[src/vcsrm_pkg.sv]
// Purpose: constants and carrier types for the video core soft reset block
// Assumes: 32-bit APB, one word holds both control bytes
// Notes:   byte lane 0 is the lower inhibit byte, lane 1 the trigger byte
package vcsrm_pkg;

  // ===========================================================
  // register map
  localparam logic [11:0] RESET_CTRL_ADDR = 12'h4a4;
  localparam logic [7:0]  INHIBIT_LOW_RESET  = 8'h00;
  localparam logic [7:0]  INHIBIT_HIGH_RESET = 8'h00;
  localparam logic [7:0]  INHIBIT_LOW_WMASK  = 8'hfe; // bit 0 reads zero

  // ===========================================================
  // lower inhibit byte fields
  localparam int SCALER_BIT           = 7;
  localparam int COLOUR_PATH_BIT      = 6;
  localparam int BRIGHTNESS_PATH_BIT  = 5;
  localparam int TIMING_GENERATOR_BIT = 4;
  localparam int SEPARATOR_BIT        = 3;
  localparam int RATE_CONVERTER_BIT   = 2;
  localparam int FRONT_END_BIT        = 1;

  // ===========================================================
  // trigger byte fields
  localparam int CORE_RESET_REQUEST_BIT  = 7;
  localparam int REGISTER_MODULE_BIT     = 3;
  localparam int OUTPUT_FORMATTER_BIT    = 2;
  localparam int COPY_PROTECT_DETECT_BIT = 1;
  localparam int BLANKING_SLICER_BIT     = 0;

  // ===========================================================
  // per-module reset lines, active high
  typedef struct packed {
    logic scaler;
    logic colour_path;
    logic brightness_path;
    logic timing_generator;
    logic separator;
    logic rate_converter;
    logic front_end;
    logic register_module;
    logic output_formatter;
    logic copy_protect_detect;
    logic blanking_slicer;
  } vcsrm_resets_s;

endpackage

[src/vcsrm_top.sv]
// Purpose: soft reset controller with per-module inhibit, APB slave
// Assumes: pclk 100 MHz, presetn asynchronous active low
// Notes:   every access takes one wait state; lane 0 lands before lane 1
//
// Functional notes
// - inhibited module stays out of reset
// - no inhibits means whole core resets
// - lower byte written before trigger byte
// - low bits 7..5 inhibit scaler, colour, brightness
// - low bits 4..2 inhibit timing, separator, converter
// - low bit 1 front end, bit 0 zero
// - trigger bit 7 is the core request
// - trigger bits 3..2 register module, formatter
// - trigger bits 1..0 copy detect, slicer
//
// The APB register port was left to the implementer.
module vcsrm_top (
  // clock and reset
  input  wire logic                  pclk,
  input  wire logic                  presetn,
  // apb slave
  input  wire logic                  psel,
  input  wire logic                  penable,
  input  wire logic                  pwrite,
  input  wire logic [11:0]           paddr,
  input  wire logic [31:0]           pwdata,
  input  wire logic [3:0]            pstrb,
  output logic      [31:0]           prdata,
  output logic                       pready,
  output logic                       pslverr,
  // per-module reset lines
  output vcsrm_pkg::vcsrm_resets_s   module_resets
);

  // ===========================================================
  // state
  logic [7:0]                inhibit_low_q;
  logic [7:0]                inhibit_low_d;
  logic [7:0]                inhibit_high_q;
  logic [7:0]                inhibit_high_d;
  logic [31:0]               prdata_q;
  logic [31:0]               prdata_d;
  logic                      pready_q;
  logic                      pslverr_q;
  logic                      pslverr_d;
  vcsrm_pkg::vcsrm_resets_s  resets_q;
  vcsrm_pkg::vcsrm_resets_s  resets_d;

  // ===========================================================
  // bus decode: first access cycle writes lane 0, second lane 1
  wire logic addr_hit   = (paddr[11:2] == vcsrm_pkg::RESET_CTRL_ADDR[11:2]);
  wire logic access     = psel & penable;
  wire logic first_cyc  = access & ~pready_q;
  wire logic second_cyc = access & pready_q;
  wire logic wr_ok      = pwrite & addr_hit;
  wire logic wr_low     = first_cyc & wr_ok & pstrb[0];
  wire logic wr_high    = second_cyc & wr_ok & pstrb[1];
  wire logic core_req   = inhibit_high_q[vcsrm_pkg::CORE_RESET_REQUEST_BIT];

  // next register values
  // lane 0 lands one edge ahead
  assign inhibit_low_d  = wr_low
                        ? (pwdata[7:0] & vcsrm_pkg::INHIBIT_LOW_WMASK)
                        : inhibit_low_q;
  assign inhibit_high_d = wr_high ? pwdata[15:8] : inhibit_high_q;

  // read data and error, captured in the first access cycle
  // reserved bit reads zero
  assign prdata_d  = first_cyc
                   ? (addr_hit ? {16'h0000, inhibit_high_q, inhibit_low_q}
                               : 32'h0000_0000)
                   : prdata_q;
  assign pslverr_d = first_cyc & ~addr_hit;

  // request reaches a module only while its inhibit is clear
  function automatic logic gated_request(input logic req,
                                         input logic inhibit);
    return req & ~inhibit;
  endfunction

  // ===========================================================
  // reset gating: request passes only where inhibit is clear
  // inhibit blocks the request
  // all clear means all lines assert
  assign resets_d.scaler           = gated_request(core_req,
    inhibit_low_q[vcsrm_pkg::SCALER_BIT]);
  assign resets_d.colour_path      = gated_request(core_req,
    inhibit_low_q[vcsrm_pkg::COLOUR_PATH_BIT]);
  assign resets_d.brightness_path  = gated_request(core_req,
    inhibit_low_q[vcsrm_pkg::BRIGHTNESS_PATH_BIT]);
  assign resets_d.timing_generator = gated_request(core_req,
    inhibit_low_q[vcsrm_pkg::TIMING_GENERATOR_BIT]);
  assign resets_d.separator        = gated_request(core_req,
    inhibit_low_q[vcsrm_pkg::SEPARATOR_BIT]);
  assign resets_d.rate_converter   = gated_request(core_req,
    inhibit_low_q[vcsrm_pkg::RATE_CONVERTER_BIT]);
  assign resets_d.front_end        = gated_request(core_req,
    inhibit_low_q[vcsrm_pkg::FRONT_END_BIT]);
  assign resets_d.register_module  = gated_request(core_req,
    inhibit_high_q[vcsrm_pkg::REGISTER_MODULE_BIT]);
  assign resets_d.output_formatter = gated_request(core_req,
    inhibit_high_q[vcsrm_pkg::OUTPUT_FORMATTER_BIT]);
  assign resets_d.copy_protect_detect = gated_request(core_req,
    inhibit_high_q[vcsrm_pkg::COPY_PROTECT_DETECT_BIT]);
  assign resets_d.blanking_slicer  = gated_request(core_req,
    inhibit_high_q[vcsrm_pkg::BLANKING_SLICER_BIT]);

  // ===========================================================
  // registers
  always_ff @(posedge pclk or negedge presetn)
  begin
    if (!presetn)
    begin
      inhibit_low_q  <= vcsrm_pkg::INHIBIT_LOW_RESET;
      inhibit_high_q <= vcsrm_pkg::INHIBIT_HIGH_RESET;
    end
    else
    begin
      inhibit_low_q  <= inhibit_low_d;
      inhibit_high_q <= inhibit_high_d;
    end
  end

  // bus answer and reset lines
  always_ff @(posedge pclk or negedge presetn)
  begin
    if (!presetn)
    begin
      prdata_q  <= 32'h0000_0000;
      pready_q  <= 1'b0;
      pslverr_q <= 1'b0;
      resets_q  <= '0;
    end
    else
    begin
      prdata_q  <= prdata_d;
      pready_q  <= first_cyc;
      pslverr_q <= pslverr_d;
      resets_q  <= resets_d;
    end
  end

  // outputs straight from flip-flops
  assign prdata        = prdata_q;
  assign pready        = pready_q;
  assign pslverr       = pslverr_q;
  assign module_resets = resets_q;

  // ===========================================================
  // assertions

  a_scaler_inhibit_holds: assert property (
    @(posedge pclk) disable iff (!presetn)
    inhibit_low_q[vcsrm_pkg::SCALER_BIT] |=> !module_resets.scaler)
    else $error("inhibited scaler saw reset");

  a_full_core_reset: assert property (
    @(posedge pclk) disable iff (!presetn)
    (core_req && inhibit_low_q == 8'h00 && inhibit_high_q[3:0] == 4'h0)
    |=> (&module_resets))
    else $error("core reset not applied to every module");

  a_lower_byte_first: assert property (
    @(posedge pclk) disable iff (!presetn)
    (first_cyc && wr_ok && pstrb[1:0] == 2'b11)
    |=> (inhibit_low_q == ($past(pwdata[7:0]) & 8'hfe))
        && (inhibit_high_q == $past(inhibit_high_q))
    ##1 (inhibit_high_q == $past(pwdata[15:8], 2)))
    else $error("byte lanes not applied low then high");

  a_two_cycle_access: assert property (
    @(posedge pclk) disable iff (!presetn)
    (psel && penable && !pready) |=> pready)
    else $error("access did not end one wait state in");

  a_high_lane_only: assert property (
    @(posedge pclk) disable iff (!presetn)
    (first_cyc && pstrb[1:0] == 2'h2)
    |=> (inhibit_low_q == $past(inhibit_low_q)))
    else $error("unstrobed lower byte changed");

  a_colour_inhibit_holds: assert property (
    @(posedge pclk) disable iff (!presetn)
    inhibit_low_q[vcsrm_pkg::COLOUR_PATH_BIT]
    |=> !module_resets.colour_path)
    else $error("inhibited colour path saw reset");

  a_brightness_inhibit_holds: assert property (
    @(posedge pclk) disable iff (!presetn)
    inhibit_low_q[vcsrm_pkg::BRIGHTNESS_PATH_BIT]
    |=> !module_resets.brightness_path)
    else $error("inhibited brightness path saw reset");

  a_scaler_reset_applies: assert property (
    @(posedge pclk) disable iff (!presetn)
    (core_req && !inhibit_low_q[vcsrm_pkg::SCALER_BIT])
    |=> module_resets.scaler)
    else $error("scaler reset missing");

  a_colour_reset_applies: assert property (
    @(posedge pclk) disable iff (!presetn)
    (core_req && !inhibit_low_q[vcsrm_pkg::COLOUR_PATH_BIT])
    |=> module_resets.colour_path)
    else $error("colour path reset missing");

  a_brightness_reset_applies: assert property (
    @(posedge pclk) disable iff (!presetn)
    (core_req && !inhibit_low_q[vcsrm_pkg::BRIGHTNESS_PATH_BIT])
    |=> module_resets.brightness_path)
    else $error("brightness path reset missing");

  a_timing_gen_reset: assert property (
    @(posedge pclk) disable iff (!presetn)
    (core_req && !inhibit_low_q[vcsrm_pkg::TIMING_GENERATOR_BIT])
    |=> module_resets.timing_generator)
    else $error("timing generator reset missing");

  a_timing_inhibit_holds: assert property (
    @(posedge pclk) disable iff (!presetn)
    inhibit_low_q[vcsrm_pkg::TIMING_GENERATOR_BIT]
    |=> !module_resets.timing_generator)
    else $error("inhibited timing generator saw reset");

  a_separator_inhibit_holds: assert property (
    @(posedge pclk) disable iff (!presetn)
    inhibit_low_q[vcsrm_pkg::SEPARATOR_BIT]
    |=> !module_resets.separator)
    else $error("inhibited separator saw reset");

  a_converter_inhibit_holds: assert property (
    @(posedge pclk) disable iff (!presetn)
    inhibit_low_q[vcsrm_pkg::RATE_CONVERTER_BIT]
    |=> !module_resets.rate_converter)
    else $error("inhibited rate converter saw reset");

  a_separator_reset_applies: assert property (
    @(posedge pclk) disable iff (!presetn)
    (core_req && !inhibit_low_q[vcsrm_pkg::SEPARATOR_BIT])
    |=> module_resets.separator)
    else $error("separator reset missing");

  a_converter_reset_applies: assert property (
    @(posedge pclk) disable iff (!presetn)
    (core_req && !inhibit_low_q[vcsrm_pkg::RATE_CONVERTER_BIT])
    |=> module_resets.rate_converter)
    else $error("rate converter reset missing");

  a_reserved_reads_zero: assert property (
    @(posedge pclk) disable iff (!presetn)
    (pready && !pwrite) |-> (prdata[0] == 1'b0 && prdata[31:16] == 16'h0))
    else $error("reserved read bits not zero");

  a_front_inhibit_holds: assert property (
    @(posedge pclk) disable iff (!presetn)
    inhibit_low_q[vcsrm_pkg::FRONT_END_BIT]
    |=> !module_resets.front_end)
    else $error("inhibited front end saw reset");

  a_front_reset_applies: assert property (
    @(posedge pclk) disable iff (!presetn)
    (core_req && !inhibit_low_q[vcsrm_pkg::FRONT_END_BIT])
    |=> module_resets.front_end)
    else $error("front end reset missing");

  a_idle_no_reset: assert property (
    @(posedge pclk) disable iff (!presetn)
    !core_req |=> (module_resets == '0))
    else $error("reset line high without request");

  a_register_mod_reset: assert property (
    @(posedge pclk) disable iff (!presetn)
    (core_req && !inhibit_high_q[vcsrm_pkg::REGISTER_MODULE_BIT])
    |=> module_resets.register_module)
    else $error("register module reset missing");

  a_register_inhibit_holds: assert property (
    @(posedge pclk) disable iff (!presetn)
    inhibit_high_q[vcsrm_pkg::REGISTER_MODULE_BIT]
    |=> !module_resets.register_module)
    else $error("inhibited register module saw reset");

  a_formatter_inhibit_holds: assert property (
    @(posedge pclk) disable iff (!presetn)
    inhibit_high_q[vcsrm_pkg::OUTPUT_FORMATTER_BIT]
    |=> !module_resets.output_formatter)
    else $error("inhibited output formatter saw reset");

  a_formatter_reset_applies: assert property (
    @(posedge pclk) disable iff (!presetn)
    (core_req && !inhibit_high_q[vcsrm_pkg::OUTPUT_FORMATTER_BIT])
    |=> module_resets.output_formatter)
    else $error("output formatter reset missing");

  a_slicer_inhibit_holds: assert property (
    @(posedge pclk) disable iff (!presetn)
    inhibit_high_q[vcsrm_pkg::BLANKING_SLICER_BIT]
    |=> !module_resets.blanking_slicer)
    else $error("inhibited slicer saw reset");

  a_copy_inhibit_holds: assert property (
    @(posedge pclk) disable iff (!presetn)
    inhibit_high_q[vcsrm_pkg::COPY_PROTECT_DETECT_BIT]
    |=> !module_resets.copy_protect_detect)
    else $error("inhibited copy detect saw reset");

  a_copy_reset_applies: assert property (
    @(posedge pclk) disable iff (!presetn)
    (core_req && !inhibit_high_q[vcsrm_pkg::COPY_PROTECT_DETECT_BIT])
    |=> module_resets.copy_protect_detect)
    else $error("copy detect reset missing");

  a_slicer_reset_applies: assert property (
    @(posedge pclk) disable iff (!presetn)
    (core_req && !inhibit_high_q[vcsrm_pkg::BLANKING_SLICER_BIT])
    |=> module_resets.blanking_slicer)
    else $error("slicer reset missing");

  a_release_on_clear: assert property (
    @(posedge pclk) disable iff (!presetn)
    $fell(core_req) |-> ##1 (module_resets == '0) [*2])
    else $error("reset lines not released after clear");

endmodule

[config.mk]
export PLATFORM = sky130hd
export DESIGN_NAME = vcsrm_top
export DESIGN_NICKNAME = d
export VERILOG_FILES = /design/src/vcsrm_pkg.sv /design/src/vcsrm_top.sv
export SDC_FILE = /design/constraint.sdc
export NUM_CORES = 1
export LEC_CHECK = 0
export BUFFER_PORTS_ARGS = -buffer_cell sky130_fd_sc_hd__buf_2
export CAP_MARGIN = 10
export CORE_ASPECT_RATIO = 0.5
export CORE_UTILIZATION = 44
export DETAILED_ROUTE_END_ITERATION = 16
export MAX_ROUTING_LAYER = met4
export PLACE_DENSITY = 0.88
export SETUP_SLACK_MARGIN = 0.15
export SYNTH_ARGS = -nofsm -noshare
export SYNTH_HDL_FRONTEND = slang
export SYNTH_SLANG_ARGS = --single-unit
export TNS_END_PERCENT = 50
[constraint.sdc]
create_clock -name pclk -period 2.2 [get_ports pclk]
set_clock_uncertainty 0.2 [all_clocks]
set_input_delay 0.11 -clock pclk [delete_from_list [all_inputs] [get_ports pclk]]
set_output_delay 0.11 -clock pclk [all_outputs]
set_load 0.01 [all_outputs]
==> results by group <==
STA
  • RSZ-0062 raised after global routing: false
  • Slew margin rel.: 0.3889
  • Hold Vio Cnt, Final: 0
  • Final setup violating endpoints: 0
  • Worst Max-Slew Pin Slew: between 900 and 1000 ps
  • Fin worst setup slack: around 270 ps
  • Final setup TNS: 0 ps
  • Final Max Tran Viols: 0
  • Fmax achieved: just over 0.5 GHz
  • Tmin final: between 1500 and 2000 ps
  • Final period util: 0.8760

Global route
  • Tot GR Track Use: 0.1935
  • GR Util met2: 0.3075
  • Wire length of the first global-routing pass: ~5700 µm
  • Grt ovf: 0
  • Met1 GRT Util: 0.2333
  • Routing usage on met3: 0.06311
  • Largest net degree at the start of global routing: between 40 and 50
  • GRT Max-Usage Layer: met2
  • Vias in the first global route: 1196
  • Initial antenna violation count: 0

Route
  • DR WL/cell: roughly 14 µm
  • DR pass1 iterations: 4
  • Routed wire length: 3754 µm
  • Routed vias: approximately 1300
  • Antenna Nets Post-Route: 0
  • DRC viols: 0
  • Post-DR vias/cell: roughly 4.7
  • DR iter-0 viols: 50

Clock network
  • CTS H-tree lvls: 2
  • Clk buf depth: 2
  • CTS tree: built
  • CTS buffer count: 5
  • Root buf cell: clkbuf_8
  • Clock latency on the worst-skew pair: 290 ps
  • Reg clk slew, reported paths: approximately 70 ps
  • Sink Count: 43

Worst setup path
  • Setup slack, reg-to-reg: about 300 ps
  • CP Cell Sequence: dlygate4sd3_1, buf_2, nor4bb_1, and4_1, mux2_2
  • Required @ worst endpoint: 2170 ps
  • Crit path max-delay family: simple AND/OR/NAND/NOR gates
  • Cell count along the critical path: 5
  • Worst setup path endpoint: inhibit_low_q[1]$_DFFE_PN0P_
  • Crit-path max cell delay: between 500 and 600 ps
  • Crit path arrival time: between 1500 and 2000 ps
  • CP Capture Type: register
  • RR Endpoint: inhibit_low_q[1]$_DFFE_PN0P_
  • Crit path launch type: input pin
  • CP Class: in -> reg
  • RR Startpoint: pready$_DFF_PN0_
  • R2R cell count: 3
  • Worst-path cell with the longest stage delay: dlygate4sd3_1
  • CP Buf/Inv Count: 2
  • Crit path max fanout: 7
  • Critical path origin: paddr[4]

Synthesis
  • Main area contributors after synthesis: dfrtp_1 (60%), mux2_2 (9.5%), buf_4 (7.6%)
  • Sequential fraction of the synthesis area: 0.6031
  • Post-Syn Area: approximately 0.0018 mm²
  • Seq cells post-synth: 43
  • Post-synth top area cell: dfrtp_1
  • Avg Inst Size Synth: 11.89 µm²
  • Area share of the largest cell type after synthesis: 0.6031
  • Syn Inst Count: 150
  • Yosys warns: 0
  • Cell variety after synth: 20

Placed design
  • Placed cell areas: slightly above 0.002 mm²
  • GP Congestion: 0.7743
  • Hpwl dp: between 2000 and 2500 µm
  • Dpl ws: approximately 340 ps
  • DP Cell Count: approximately 250
  • PortBufs: 59

Min path
  • HP Start: psel
  • Hold WC Path Type: in -> reg
  • Hold depth: 5

Floorplan
  • DIE AREA: between 0.004 and 0.005 mm²
  • I/O pins: a little under 100
  • Site row count: 15
  • Starting Density: 0.4900
  • Die width: 92.06 µm
  • Core area: 0.003641 mm²
  • Die Y-Extent: 47.03 µm

Finish
  • Antenna cells: 0
  • Final std cells w/o fill: about 280
  • Fillers: between 200 and 300
  • P&R area growth vs syn: 28.54%
  • Share of layout cells above drive strength 1: 0.3612
  • Final #Nets: 281
  • Finished Cell Area: approximately 0.0023 mm²

Status
  • Status: finished, final reports clean

Power and ir drop
  • Internal: roughly 1100 µW
  • Sequential power share: 0.588
  • Leak: around 0.0013 µW
  • Net Sw Frac: 0.2216
  • IR Drop Worst-Case VDD: 223.5 µV
  • Pwr dens: 589.4 mW/mm²
  • Power share of the clock group: 0.335
  • Comb power frac: 0.077
  • Switch Pwr: approximately 300 µW

Run
  • Maximum capacitance violations: 0
## logic make-up after synthesis
group	count (synthesis)	share of synthesized area
simple gates	51	0.1571
other cells	1	0.002102
buf+inv	24	0.09747
compound gates	16	0.04558
mux	15	0.09467
flops	43	0.6031
## worst min-delay path: stages
cell	delay (ps)
buf_2	80
nand3b_1	90
buf_4	210
nand2_1	70
o21ai_0	70
## how the worst min path moves through the flow
stage	end	slack [ps]
2_1_floorplan	inhibit_high_q[0]$_DFFE_PN0P_	-390
3_3_place_gp	prdata[3]$_DFFE_PN0N_	80
3_5_place_dp	prdata[1]$_DFFE_PN0N_	90
4_1_cts	prdata[14]$_DFFE_PN0N_	190
5_1_grt	prdata[15]$_DFFE_PN0N_	240
6_report	prdata[14]$_DFFE_PN0N_	190
## sequential cells by signal (all words and copies together), names as in the netlist
name	count
pslverr	1
inhibit_low_q	7
pready	1
prdata	15
inhibit_high_q	8
module_resets	11
## synth_stat cells
library cell / number
mux2_2: 15
nor4bb_1: 1
nor2b_1: 12
a31oi_1: 1
clkbuf_1: 2
buf_4: 18
and3_1: 1
conb_1: 1
clkbuf_2: 1
nand2_1: 30
inv_1: 1
and4bb_2: 1
nor4b_4: 1
buf_6: 2
nand3_1: 1
o21ai_0: 15
dfrtp_1: 43
and4b_1: 1
nand3b_1: 1
and4_1: 2
## stage by stage
step	util	power (µW)	hold slack [ps]
3_5_place_dp	0.5605	889.1	87.10
3_3_place_gp	0.5605	887.3	80.31
4_1_cts	0.6299	1358	191.3
2_1_floorplan	-	861.0	-385.6
5_1_grt	0.6299	1399	240.1
6_report	0.6299	1352	187.4
## repair_timing
action                    4_1_cts  5_1_grt
hold buffers                   18        0
resized for setup               0        0
buffers inserted                0        0
hold endpoints to repair       59        0
## power by group through the flow
stage / clock (µW) / combinational (µW) / sequential (µW)
6_report: 453 / 104 / 794
5_1_grt: 490 / 115 / 794
4_1_cts: 460 / 104 / 794
3_5_place_dp: 0 / 79.6 / 810
3_3_place_gp: 0 / 77.9 / 809
2_1_floorplan: 0 / 50.8 / 810
## placed cells by master (no fill, tap or decap)
master / count
dlygate4sd3_1: 18
nor4bb_1: 1
buf_4: 1
and3_1: 1
nand3b_1: 1
clkbuf_1: 1
nor4b_4: 1
a31oi_1: 1
clkbuf_8: 5
nand2_1: 30
nor2b_1: 12
o21ai_0: 15
nand3_1: 1
dfrtp_1: 43
conb_1: 17
and4b_1: 1
and4bb_2: 1
mux2_2: 15
buf_2: 59
and4_1: 2
inv_1: 1
## routing by layer
metal | wire [µm] | part of all wire
met5 | 0 | 0
met4 | 35 | 0.0093
met3 | 252 | 0.067
met2 | 1791 | 0.48
met1 | 1675 | 0.45
## final cells by class
type / instances / area, µm² / share of cell area
repair buffers: 78 / 483.0 / 0.2106
well taps: 51 / 63.81 / 0.02782
inverters: 1 / 3.754 / 0.001637
multi-input cells: 99 / 594.3 / 0.2591
clock buffers: 6 / 72.57 / 0.03164
flip-flops and latches: 43 / 1076 / 0.4692
(Power assumes the default switching activity.)
